===== config.mk =====
export PLATFORM = sky130hd
export DESIGN_NAME = dsps_sequencer
export DESIGN_NICKNAME = d
export VERILOG_FILES = /design/src/hw/dsps_sequencer.v
export VERILOG_INCLUDE_DIRS = /design/src /design/src/hw
export SDC_FILE = /design/constraint.sdc
export NUM_CORES = 1
export LEC_CHECK = 0
export BUFFER_PORTS_ARGS = -buffer_cell sky130_fd_sc_hd__buf_2
export CAP_MARGIN = 15
export CORE_ASPECT_RATIO = 1.4
export CORE_UTILIZATION = 30
export DETAILED_ROUTE_END_ITERATION = 8
export MAX_ROUTING_LAYER = met4
export SLEW_MARGIN = 20
export SYNTH_ARGS = -nofsm -noshare
export SYNTH_HDL_FRONTEND = slang
export SYNTH_SLANG_ARGS = --single-unit

===== constraint.sdc =====
create_clock -name clk_i -period 2.8 [get_ports clk_i]
set_clock_uncertainty 0.05 [all_clocks]
set_input_delay 0.84 -clock clk_i [delete_from_list [all_inputs] [get_ports clk_i]]
set_output_delay 0.84 -clock clk_i [all_outputs]
set_load 0.01 [all_outputs]

===== src/hw/dsps_regs.vh =====
// Register offsets, field positions, reset values and phase counts of the sequencer
`ifndef DSPS_REGS_VH
`define DSPS_REGS_VH

// ****************************************
// Register byte offsets
// ****************************************
`define DSPS_CTRL_OFS      4'h0
`define DSPS_STAT_OFS      4'h4
`define DSPS_RESULT_OFS    4'h8
`define DSPS_PCNT_OFS      4'hC

// ****************************************
// Control fields
// ****************************************
`define DSPS_CTRL_RUN_BIT  0
`define DSPS_CTRL_GO_BIT   1
`define DSPS_CTRL_RST      2'h0

// ****************************************
// Status fields
// ****************************************
`define DSPS_STAT_PH_LSB   0
`define DSPS_STAT_BUSY_BIT 4
`define DSPS_STAT_POL_BIT  5
`define DSPS_STAT_LOW_BIT  6
`define DSPS_STAT_HIGH_BIT 7
`define DSPS_STAT_OR_BIT   8
`define DSPS_STAT_REQ_BIT  9

// ****************************************
// Phase and frame lengths and result range limits in clock cycles
// ****************************************
`define DSPS_NULL_CYC      16'h2648
`define DSPS_NULL_OR_CYC   16'h0ED8
`define DSPS_INT_CYC       16'h2710
`define DSPS_DEINT_CYC     16'h4E21
`define DSPS_CLR_CYC       16'h00C8
`define DSPS_CLR_OR_CYC    16'h1838
`define DSPS_FRAME_CYC     16'h9C42
`define DSPS_LOW_LIMIT     16'h0708
`define DSPS_HIGH_LIMIT    16'h4E1F

`endif


===== src/hw/dsps_sequencer.v =====
// Dual-slope converter phase sequencer with a classic Wishbone register slave
`default_nettype none
`include "dsps_regs.vh"

// Summary of operation
// RQ1 - Four phases in fixed order from counters
// RQ2 - Null: inputs to common, loop, ref charging
// RQ3 - Null lasts at least 9800 cycles
// RQ4 - After overrange null shortens to 3800
// RQ5 - Integration exactly 10000 cycles on input pins
// RQ6 - Capture comparator polarity ending integration
// RQ7 - Captured polarity selects reference capacitor terminal
// RQ8 - Return ends at 20001 or crossing
// RQ9 - Sample comparator each clock, end on change
// RQ10 - Return count captured as result
// RQ11 - Clear: common input, buffer from comparator; sw_in_common_o is driven in null only, clear drives sw_clear_loop_o
// RQ12 - Clear lasts 100 to 200 counts normally
// RQ13 - No crossing: out of range, clear 6200
// RQ14 - Request high: back to back 40002-cycle measurements
// RQ15 - Request low: finish, hold null, keep result
// RQ16 - Request rise starts conversion within 10001 cycles
// RQ17 - Request pulses during return are ignored
// RQ18 - Short request pulse in null starts conversion
// RQ19 - Busy rises at integration, falls after crossing
// RQ20 - Result latched cycle after busy falls
// RQ21 - Busy lasts 10000 plus return plus one
// RQ22 - Receiver subtracts 10001 from gated count
// RQ23 - Drive range flags, busy, latch pulse
// RQ24 - Low flag at 1800 or less, high above 19999
// RQ25 - Low clears at integration, high at return
// RQ26 - Polarity output updated at return start
// RQ27 - Null fills out the fixed measurement length
// RQ28 - Comparator and request inputs are synchronised
// RQ29 - Reset: null phase, results and flags cleared
module dsps_sequencer #(
    parameter [15:0] NULL_CYC    = `DSPS_NULL_CYC,
    parameter [15:0] NULL_OR_CYC = `DSPS_NULL_OR_CYC,
    parameter [15:0] INT_CYC     = `DSPS_INT_CYC,
    parameter [15:0] DEINT_CYC   = `DSPS_DEINT_CYC,
    parameter [15:0] CLR_CYC     = `DSPS_CLR_CYC,
    parameter [15:0] CLR_OR_CYC  = `DSPS_CLR_OR_CYC,
    parameter [15:0] FRAME_CYC   = `DSPS_FRAME_CYC
) (
    input  wire        clk_i,
    input  wire        rst_i,
    input  wire        ce_i,
    input  wire        wb_cyc_i,
    input  wire        wb_stb_i,
    input  wire        wb_we_i,
    input  wire [3:0]  wb_adr_i,
    input  wire [3:0]  wb_sel_i,
    input  wire [31:0] wb_dat_i,
    output reg  [31:0] wb_dat_o,
    output reg         wb_ack_o,
    input  wire        comp_i,
    input  wire        run_req_i,
    output reg         sw_in_common_o,
    output reg         sw_null_loop_o,
    output reg         sw_ref_charge_o,
    output reg         sw_in_pins_o,
    output reg         sw_ref_buf_o,
    output reg         ref_pol_sel_o,
    output reg         sw_clear_loop_o,
    output reg         busy_o,
    output reg         result_low_flag_o,
    output reg         result_high_flag_o,
    output reg         polarity_o,
    output reg         latch_strobe_o,
    output reg  [15:0] result_o
);

    // ****************************************
    // Phase encoding
    // ****************************************
    localparam [3:0] ST_NULL  = 4'h1;
    localparam [3:0] ST_INT   = 4'h2;
    localparam [3:0] ST_DEINT = 4'h4;
    localparam [3:0] ST_CLR   = 4'h8;
    localparam [15:0] LOW_LIMIT  = `DSPS_LOW_LIMIT;
    localparam [15:0] HIGH_LIMIT = `DSPS_HIGH_LIMIT;
    localparam [16:0] RET_MAX    = {1'b0, INT_CYC} + {1'b0, DEINT_CYC};

    // ****************************************
    // State
    // ****************************************
    reg [3:0]  state_reg;
    reg [3:0]  state_next;
    reg [15:0] cnt_reg;
    reg [15:0] cnt_next;
    reg [15:0] frame_reg;
    reg        pol_reg;
    reg        or_last_reg;
    reg        start_seen_reg;
    reg        ld_pend_reg;
    reg [15:0] cap_reg;
    reg        comp_m_reg;
    reg        comp_s_reg;
    reg        req_m_reg;
    reg        req_s_reg;
    reg [1:0]  ctrl_reg;
    reg        sw_go_reg;

    wire        bus_req;
    wire        bus_wr;
    wire        ctrl_hit;
    wire        ctrl_wr;
    wire        run_lvl;
    wire [15:0] null_min;
    wire [15:0] clr_len;
    wire        null_done;
    wire        frame_end;
    wire        go;
    wire        crossing;
    wire        deint_end;
    wire        null_go;
    wire        int_exit;
    wire        deint_exit;
    wire        req_window;
    wire        cap_low;
    wire        cap_high;
    wire [31:0] status_word;

    // ****************************************
    // Derived conditions
    // ****************************************
    assign bus_req    = wb_cyc_i & wb_stb_i & ~wb_ack_o;
    assign bus_wr     = bus_req & wb_we_i & wb_sel_i[0];
    assign ctrl_hit   = (wb_adr_i == `DSPS_CTRL_OFS);
    // GO and RUN live in byte lane 0, so other lanes leave them alone
    assign ctrl_wr    = bus_wr & ctrl_hit;
    assign run_lvl    = req_s_reg | ctrl_reg[`DSPS_CTRL_RUN_BIT];
    assign null_min   = or_last_reg ? NULL_OR_CYC : NULL_CYC;
    assign clr_len    = or_last_reg ? CLR_OR_CYC : CLR_CYC;
    assign null_done  = (cnt_reg >= null_min - 16'h0001);   // see RQ3, RQ4
    assign frame_end  = (frame_reg >= FRAME_CYC - 16'h0001);
    assign go         = null_done & frame_end & (run_lvl | start_seen_reg); // see RQ16
    // Judged against the captured sign, so either slope direction ends the return
    assign crossing   = (comp_s_reg != pol_reg);
    assign deint_end  = (cnt_reg == DEINT_CYC - 16'h0001);
    assign null_go    = (state_reg == ST_NULL) & go;
    assign int_exit   = (state_reg == ST_INT) & (state_next == ST_DEINT);
    assign deint_exit = (state_reg == ST_DEINT) & (state_next == ST_CLR);
    // Requests only count once the longest return would be over
    assign req_window = ((state_reg == ST_NULL) | (state_reg == ST_CLR)) &
                        ({1'b0, frame_reg} >= RET_MAX);
    assign cap_low    = (cap_reg <= LOW_LIMIT);
    assign cap_high   = (cap_reg > HIGH_LIMIT);

    // ****************************************
    // Next-phase decision
    // ****************************************
    always @* begin
        state_next = state_reg;
        cnt_next   = cnt_reg + 16'h0001;
        case (state_reg)
            ST_NULL: begin
                if (go) begin
                    state_next = ST_INT;      // see RQ1, RQ14
                    cnt_next   = 16'h0000;
                // Held requests wait here with the counter parked
                end else if (null_done) begin
                    cnt_next = cnt_reg;       // see RQ15
                end
            end
            ST_INT: begin
                if (cnt_reg == INT_CYC - 16'h0001) begin
                    state_next = ST_DEINT;    // see RQ5
                    cnt_next   = 16'h0000;
                end
            end
            ST_DEINT: begin
                if (crossing || deint_end) begin
                    state_next = ST_CLR;      // see RQ8, RQ9
                    cnt_next   = 16'h0000;
                end
            end
            ST_CLR: begin
                if (cnt_reg == clr_len - 16'h0001) begin
                    state_next = ST_NULL;     // see RQ12, RQ13, RQ27
                    cnt_next   = 16'h0000;
                end
            end
            default: begin
                state_next = ST_NULL;
                cnt_next   = 16'h0000;
            end
        endcase
    end

    // ****************************************
    // Input synchronisers
    // ****************************************
    always @(posedge clk_i) begin
        if (rst_i) begin
            comp_m_reg <= 1'b0;
            comp_s_reg <= 1'b0;
            req_m_reg  <= 1'b0;
            req_s_reg  <= 1'b0;
        end else if (ce_i) begin
            comp_m_reg <= comp_i;             // see RQ28
            comp_s_reg <= comp_m_reg;
            req_m_reg  <= run_req_i;
            req_s_reg  <= req_m_reg;
        end
    end

    // ****************************************
    // Sequencer core
    // ****************************************
    always @(posedge clk_i) begin
        if (rst_i) begin
            state_reg      <= ST_NULL;        // see RQ29
            cnt_reg        <= 16'h0000;
            frame_reg      <= FRAME_CYC - 16'h0001;
            pol_reg        <= 1'b0;
            or_last_reg    <= 1'b0;
            start_seen_reg <= 1'b0;
            ld_pend_reg    <= 1'b0;
            cap_reg        <= 16'h0000;
            busy_o         <= 1'b0;
        end else if (ce_i) begin
            state_reg <= state_next;
            cnt_reg   <= cnt_next;
            // Total length counted from integration start keeps 40002 per frame
            if (state_next == ST_INT && state_reg == ST_NULL) begin
                frame_reg <= 16'h0000;        // see RQ27
            end else if (!frame_end) begin
                frame_reg <= frame_reg + 16'h0001;
            end
            // Pulses before the longest return would end are dropped
            if (null_go) begin
                start_seen_reg <= 1'b0;
            end else if (req_window && (req_s_reg || sw_go_reg)) begin
                start_seen_reg <= 1'b1;       // see RQ17, RQ18
            end
            // Result and flags load one cycle after busy falls
            ld_pend_reg <= 1'b0;
            case (state_reg)
                ST_NULL: begin
                    if (go) begin
                        busy_o <= 1'b1;       // see RQ19
                    end
                end
                ST_INT: begin
                    if (state_next == ST_DEINT) begin
                        pol_reg <= comp_s_reg; // see RQ6
                    end
                end
                ST_DEINT: begin
                    if (state_next == ST_CLR) begin
                        busy_o      <= 1'b0;  // see RQ19, RQ21
                        cap_reg     <= cnt_reg; // see RQ10
                        ld_pend_reg <= 1'b1;
                        // Overrange shortens the next null; frame length stays fixed
                        or_last_reg <= ~crossing; // see RQ4, RQ13
                    end
                end
                default: begin
                    busy_o <= busy_o;
                end
            endcase
        end
    end

    // ****************************************
    // Result latches and status flags
    // ****************************************
    always @(posedge clk_i) begin
        if (rst_i) begin
            result_o           <= 16'h0000;
            result_low_flag_o  <= 1'b0;
            result_high_flag_o <= 1'b0;
            polarity_o         <= 1'b0;
            latch_strobe_o     <= 1'b0;
        end else if (ce_i) begin
            latch_strobe_o <= ld_pend_reg;    // see RQ23
            if (ld_pend_reg) begin
                result_o <= cap_reg;          // see RQ20
            end
            if (null_go) begin
                result_low_flag_o <= 1'b0;    // see RQ25
            end else if (ld_pend_reg && cap_low) begin
                result_low_flag_o <= 1'b1;    // see RQ24
            end
            if (int_exit) begin
                result_high_flag_o <= 1'b0;   // see RQ25
                polarity_o         <= comp_s_reg; // see RQ26
            end else if (ld_pend_reg && cap_high) begin
                result_high_flag_o <= 1'b1;   // see RQ24
            end
        end
    end

    // ****************************************
    // Analog switch drive
    // ****************************************
    always @(posedge clk_i) begin
        if (rst_i) begin
            sw_in_common_o  <= 1'b1;
            sw_null_loop_o  <= 1'b1;
            sw_ref_charge_o <= 1'b1;
            sw_in_pins_o    <= 1'b0;
            sw_ref_buf_o    <= 1'b0;
            ref_pol_sel_o   <= 1'b0;
            sw_clear_loop_o <= 1'b0;
        end else if (ce_i) begin
            // Switches follow the next phase so they move with the phase edge
            sw_in_common_o  <= (state_next == ST_NULL);  // see RQ2
            sw_null_loop_o  <= (state_next == ST_NULL);  // see RQ2
            sw_ref_charge_o <= (state_next == ST_NULL);  // see RQ2
            sw_in_pins_o    <= (state_next == ST_INT);   // see RQ5
            sw_ref_buf_o    <= (state_next == ST_DEINT); // see RQ7
            sw_clear_loop_o <= (state_next == ST_CLR);   // see RQ11
            if (state_reg == ST_INT && state_next == ST_DEINT) begin
                ref_pol_sel_o <= comp_s_reg;             // see RQ7
            end
        end
    end

    // ****************************************
    // Status word
    // ****************************************
    assign status_word = {22'h00_0000,
                          req_s_reg,
                          or_last_reg,
                          result_high_flag_o,
                          result_low_flag_o,
                          polarity_o,
                          busy_o,
                          state_reg};

    // ****************************************
    // Wishbone slave
    // ****************************************
    // Answers one cycle after the request; unmapped offsets read zero
    always @(posedge clk_i) begin
        if (rst_i) begin
            wb_ack_o <= 1'b0;
            wb_dat_o <= 32'h0000_0000;
            ctrl_reg <= `DSPS_CTRL_RST;
            sw_go_reg <= 1'b0;
        end else if (ce_i) begin
            wb_ack_o  <= bus_req;
            sw_go_reg <= 1'b0;
            if (ctrl_wr) begin
                ctrl_reg[`DSPS_CTRL_RUN_BIT] <= wb_dat_i[`DSPS_CTRL_RUN_BIT];
                sw_go_reg <= wb_dat_i[`DSPS_CTRL_GO_BIT];
            end
            if (bus_req) begin
                case (wb_adr_i)
                    `DSPS_CTRL_OFS: begin
                        wb_dat_o <= {31'h0000_0000, ctrl_reg[`DSPS_CTRL_RUN_BIT]};
                    end
                    `DSPS_STAT_OFS: begin
                        wb_dat_o <= status_word;
                    end
                    `DSPS_RESULT_OFS: begin
                        wb_dat_o <= {16'h0000, result_o};
                    end
                    `DSPS_PCNT_OFS: begin
                        wb_dat_o <= {16'h0000, cnt_reg};
                    end
                    default: begin
                        wb_dat_o <= 32'h0000_0000;
                    end
                endcase
            end
        end
    end

endmodule
`default_nettype wire


# == After elaboration in Yosys (flattened, before gate mapping) ==
# Cells that the tools add are included.
# word_totals
mem_bits_rw,0
reg_bits,121
latch_bits,0
input_bits,48
mem_bits_ro,0
mem_count,0
# classes
multipliers,0
n_addsub,4
shifts,0
div,0
n_eq_ne,19
bitwise,15
n_lt_le_gt_ge,5
n_reduce_logical,25
muxes,28
# ops
cell,n
16-bit one-hot mux with 4 select lines,2
16-bit 2-to-1 mux,7
16-bit by 1-bit adder with 16-bit output (second input constant),2
2-bit AND reduction,10
16-bit by 14-bit equality test with 1-bit output (second input constant),1
16-bit by 15-bit equality test with 1-bit output (second input constant),1
16-bit equality test,1
4-bit equality test (second input constant),4
16-bit by 15-bit greater-or-equal comparator with 1-bit output (second input constant),1
16-bit greater-or-equal comparator,1
16-bit greater-or-equal comparator (second input constant),1
16-bit by 15-bit greater-than comparator with 1-bit output (second input constant),1
16-bit by 11-bit less-or-equal comparator with 1-bit output (second input constant),1
4-bit 2-to-1 mux,4
4-bit one-hot mux with 4 select lines,1
14-bit by 1-bit subtractor with 15-bit output (second input constant),1
14-bit 2-to-1 mux,1
13-bit by 1-bit subtractor with 14-bit output (second input constant),1
13-bit 2-to-1 mux,1
4-bit by 3-bit equality test with 1-bit output (second input constant),3
1-bit 2-to-1 mux,11
1-bit bitwise AND,10
4-bit by 1-bit equality test with 1-bit output (second input constant),2
4-bit by 2-bit equality test with 1-bit output (second input constant),2
other kinds (13),26

# == Longest topological paths before layout ==
# depth
word_depth,11
ltp_mapped,10
depth_no_buf,8

# == Worst setup path after synthesis ==
# Ideal clock, no wire load.
# synth_path
path_type,flip-flop to flip-flop
from,register or_last_reg
to,register cnt_reg[15]
setup_slack_ns,0.151
path_stages_with_launch,10
arrival_ns,2.474
cell_sequence,dfxtp_1 -> inv_1 -> ha_1 -> nand3_1 -> or3b_1 -> o21ai_1 -> a31oi_2 -> o41ai_4 -> buf_6 -> a21oi_1
# synth_between
elab_chain_cells,7
# synth_rtl
element,line_no,source
start: declaration,dsps_sequencer.v:92,reg or_last_reg;
start signal: assignment,dsps_sequencer.v:255,or_last_reg <= ~crossing;
14-bit 2-to-1 mux,dsps_sequencer.v:132,assign null_min = or_last_reg ? NULL_OR_CYC : NULL_CYC;
14-bit by 1-bit subtractor with 15-bit output,dsps_sequencer.v:134,assign null_done = (cnt_reg >= null_min - 16'h0001);
16-bit greater-or-equal comparator,dsps_sequencer.v:134,
1-bit bitwise AND (2 in a row),dsps_sequencer.v:136,assign go = null_done & frame_end & (run_lvl | start_seen_reg);
16-bit 2-to-1 mux or 3-bit != test (tied branches),n/a,
16-bit one-hot mux with 4 select lines or 2-bit AND reduction (tied branches),n/a,
end signal: assignment,dsps_sequencer.v:223,cnt_reg <= cnt_next;
end: declaration,dsps_sequencer.v:88,reg [15:0] cnt_reg;
# Several ways; a longest one is shown, not always the timed one.
# A chain may end at the register's enable or synchronous reset.

# == Final worst setup path ==
# layout_path
from,register or_last_reg
to,register frame_reg[13]
# layout_between
elab_chain_cells,11
# layout_rtl
element,line_no,source
14-bit 2-to-1 mux,dsps_sequencer.v:132,
14-bit by 1-bit subtractor with 15-bit output,dsps_sequencer.v:134,
16-bit greater-or-equal comparator,dsps_sequencer.v:134,
1-bit bitwise AND (2 in a row),dsps_sequencer.v:136,
4-bit 2-to-1 mux,dsps_sequencer.v:157,if (go) begin
4-bit one-hot mux with 4 select lines *,dsps_sequencer.v:155,case (state_reg)
4-bit by 2-bit equality test with 1-bit output *,dsps_sequencer.v:225,if (state_next == ST_INT && state_reg == ST_NULL) begin
1-bit logical AND *,dsps_sequencer.v:225,
2-bit by 1-bit != test with 1-bit output (no source line),n/a,
2-bit AND reduction (no source line),n/a,
end signal: assignment,dsps_sequencer.v:214,frame_reg <= FRAME_CYC - 16'h0001;
end signal: assignment,dsps_sequencer.v:228,frame_reg <= frame_reg + 16'h0001;
end: declaration,dsps_sequencer.v:90,reg [15:0] frame_reg;
# Every way passes the cells marked *; elsewhere a longest branch is shown, timed or not.

==> flow_summary.toml <==
[timing]
finalHoldViolCount = 0
fmax_ghz = 0.370
setup_viol = 0
fin_crit_ps = 2700
fin_crit_sh_pct = 96.6
relSlewSlack_pct = 64.4
fin_tns_setup_ps = 0
slew_viol_final = 0
whs_ps = 410
worst_slew_pin_slew_ps = 533
rsz0062_at_grt = "no"

[setup_path]
crit_arrival_ps = 2910
path_delay_family = "simple AND/OR/NAND/NOR gates"
critPathBufInv = 2
r2r-end = "frame_reg[13]$_SDFFE_PP0P_"
critical_path_class = "reg2reg"
rrSetupSlack_ps = 100
start_kind = "flip-flop"
path_cells = "inv_1, ha_1, nand3_1, or3b_1, or3_1, buf_4, a31oi_1, a211oi_1, a31o_2"
cpPeakStageDelay_ps = 420
crit_slowest_cell = "or3b_1"
rr_worst_depth = 9
cp_max_fo = 9
reg2reg_from = "or_last_reg$_SDFFE_PP0P_"
crit_required_ps = 3000
endpoint_kind = "flip-flop"

[place]
numPlacedInstances = 885
port_buffers = 59
placed_area_sq_um = 5760
hpwlAfterDp_microns = 10200
place.gp.congestion = 0.814

[final_layout]
antenna_cells = 0
register_area_sq_um = 2080
area_delta_synth_final_pct = 17.2
nNetsFinal = 724
multiInputGateArea_sq_um = 2810
fill_cells = 1764
design_area_sq_um = 6100
final-instance-count-excl-fill = 903
final_layout_size_suffix_gt1_share_pct = 20.0

[worst_hold_path]
hp-start = "sw_ref_buf_o$_SDFFE_PP0P_"
hold_class = "reg2reg"
whs_path_depth = 2
holdPathEnd = "sw_ref_buf_o$_SDFFE_PP0P_"

[pwr]
power.share.clock_pct = 43.7
switchingPower_mw = 0.728
power_mw = 2.99
leakagePower_nw = 2.52
p_int_mw = 2.26
p_seq_share_pct = 50.5
switching_share_pct = 24.4
ir_worst_vdd_uv = 376
pwr-share-comb_pct = 5.8
power_density_nw_per_um2 = 490

[floorplanning]
fp.dieH_microns = 158
rows = 56
initial_core_util_pct = 30.8
die_x_microns = 113
core_area_sq_um = 16900
io_pins = 109
die_area_sq_um = 17900

[global_route]
grt_util_met2_pct = 28.4
antenna_found_initial = 0
grt_usage_pct = 16.8
grt_pass1_wl_microns = 22600
grt_pass1_vias = 4199
use_met1_pct = 20.0
grt-busiest-layer = "met2"
grt_max_degree = 44
grt.met3_usage_pct = 2.64
grt_overflow = 0

[synth]
syn_inst = 606
netlist_top_cells_count = "dfxtp_1, nor2_1, nand2_1, a21oi_1, mux2i_1"
ys_warn_count = 0
synth_seq_area_share_pct = 40.0
synth_area_leaders = "dfxtp_1, mux2i_1, nor2_1, a21oi_1, nand2_1"
post-synth-top-count-cell = "dfxtp_1"
syn_area_per_cell_sq_um = 8.59
synth_enable_flop_cells = 0
yosys.area.top_type = "dfxtp_1"
synth_cell_type_count = 61
synth_area_sq_um = 5200
synthArstFlopShare_pct = 0
synth-seq-cells = 104
ys.flop_type = "dfxtp_1"
synth_top_area_share_pct = 40.0

[clocking]
clock-root-buffer = "clkbuf_16"
h-tree-depth = 3
cts.sinks = 104
cts_tree = "done"
clock_latency_ps = 370
numCtsBuffers = 9
clock_path_buffers = 2
hold_buffers = 0
path_clk_slew_ps = 70

[detailed_routing]
ant_nets = 0
vias = 4533
drtIter0Drc = 301
via_per_inst = 5.02
detail_route.wl_per_cell_microns = 15.6
drt-pass1-iter-count = 5
wirelength_microns = 14100
route.detailed.drc = 0

[flow_run]
cap_violations = 0

[status]
status = "finished clean"
==> worst max path at each step <==
stage | from | to | slack [ps] | cells past startpoint
3_5_place_dp | or_last_reg$_SDFFE_PP0P_ | cnt_reg[13]$_SDFFE_PP0P_ | 130 | 9
5_1_grt | or_last_reg$_SDFFE_PP0P_ | cnt_reg[10]$_SDFFE_PP0P_ | 10 | 9
2_1_floorplan | or_last_reg$_SDFFE_PP0P_ | cnt_reg[15]$_SDFFE_PP0P_ | 150 | 9
4_1_cts | frame_reg[0]$_SDFFE_PP1P_ | cnt_reg[10]$_SDFFE_PP0P_ | 110 | 10
6_report | or_last_reg$_SDFFE_PP0P_ | frame_reg[13]$_SDFFE_PP0P_ | 100 | 9
3_3_place_gp | or_last_reg$_SDFFE_PP0P_ | frame_reg[13]$_SDFFE_PP0P_ | 160 | 9
==> stage by stage <==
step,setup slack [ps],util [%]
6_report,96.3,36.1
5_1_grt,10.1,36.1
4_1_cts,111,35.9
2_1_floorplan,151,-
3_3_place_gp,158,34.1
3_5_place_dp,134,34.1
==> worst min-delay path, delay by kind of cell (launching register included) <==
kind,cells,cell delay (ps)
simple gates,1,60
flops,1,310
compound gates,1,50
==> final cells by class <==
class                           instances  share of cell area, %
Clock buffer                            9                   3.69
Clock inverter                          6                   1.29
Inverter                               15                  0.923
Multi-Input combinational cell        443                   46.0
Sequential cell                       104                   34.1
Tap cell                              232                   4.76
Timing Repair Buffer                   94                   9.21
==> per-layer routing <==
layer / wire length (microns) / vias up
li1: - / 2259
met1: 6050 / 2144
met2: 7130 / 108
met3: 550 / 22
met4: 320 / 0
met5: 0 / -
==> layout by cell type, fill, tap and decap left out, types with 8 or more instances in the layout <==
cell type / instances
dfxtp_1: 104
nor2_1: 76
buf_2: 59
nand2_1: 58
a21oi_1: 47
buf_4: 34
mux2i_1: 31
o21ai_0: 20
conb_1: 16
inv_1: 15
nand3_1: 15
nand4_1: 12
or3_1: 12
xnor2_1: 12
a22oi_1: 11
mux2_2: 9
a22o_1: 9
ha_1: 9
clkbuf_16: 9
nor3_1: 8
==> cells by family after synthesis <==
| kind of cell | share of synthesized area [%] |
|---|---|
| AOI/OAI and AO/OA | 18.4 |
| xor gates and xnor gates | 2.36 |
| adders and majority gates | 2.16 |
| buffers and inverters | 7.43 |
| DFF | 40.0 |
| muxes | 8.34 |
| other | 0.0721 |
| and+or+nand+nor | 21.2 |
==> what timing repair did <==
action | in CTS | in global routing
resized for setup | 0 | 6
setup endpoints to repair | 0 | 17
buffers inserted | 0 | 3
==> power groups by stage <==
| stage | Clock [mW] | Sequential [mW] | Combinational (mW) |
|---|---|---|---|
| global route | 1.40 | 1.51 | 0.190 |
| CTS | 1.33 | 1.51 | 0.172 |
| finish | 1.31 | 1.51 | 0.173 |
| detailed placement | 0 | 1.54 | 0.172 |
| floorplan | 0 | 1.54 | 0.139 |
| global placement | 0 | 1.54 | 0.171 |
Note: power is estimated with default switching activity, not from simulation.
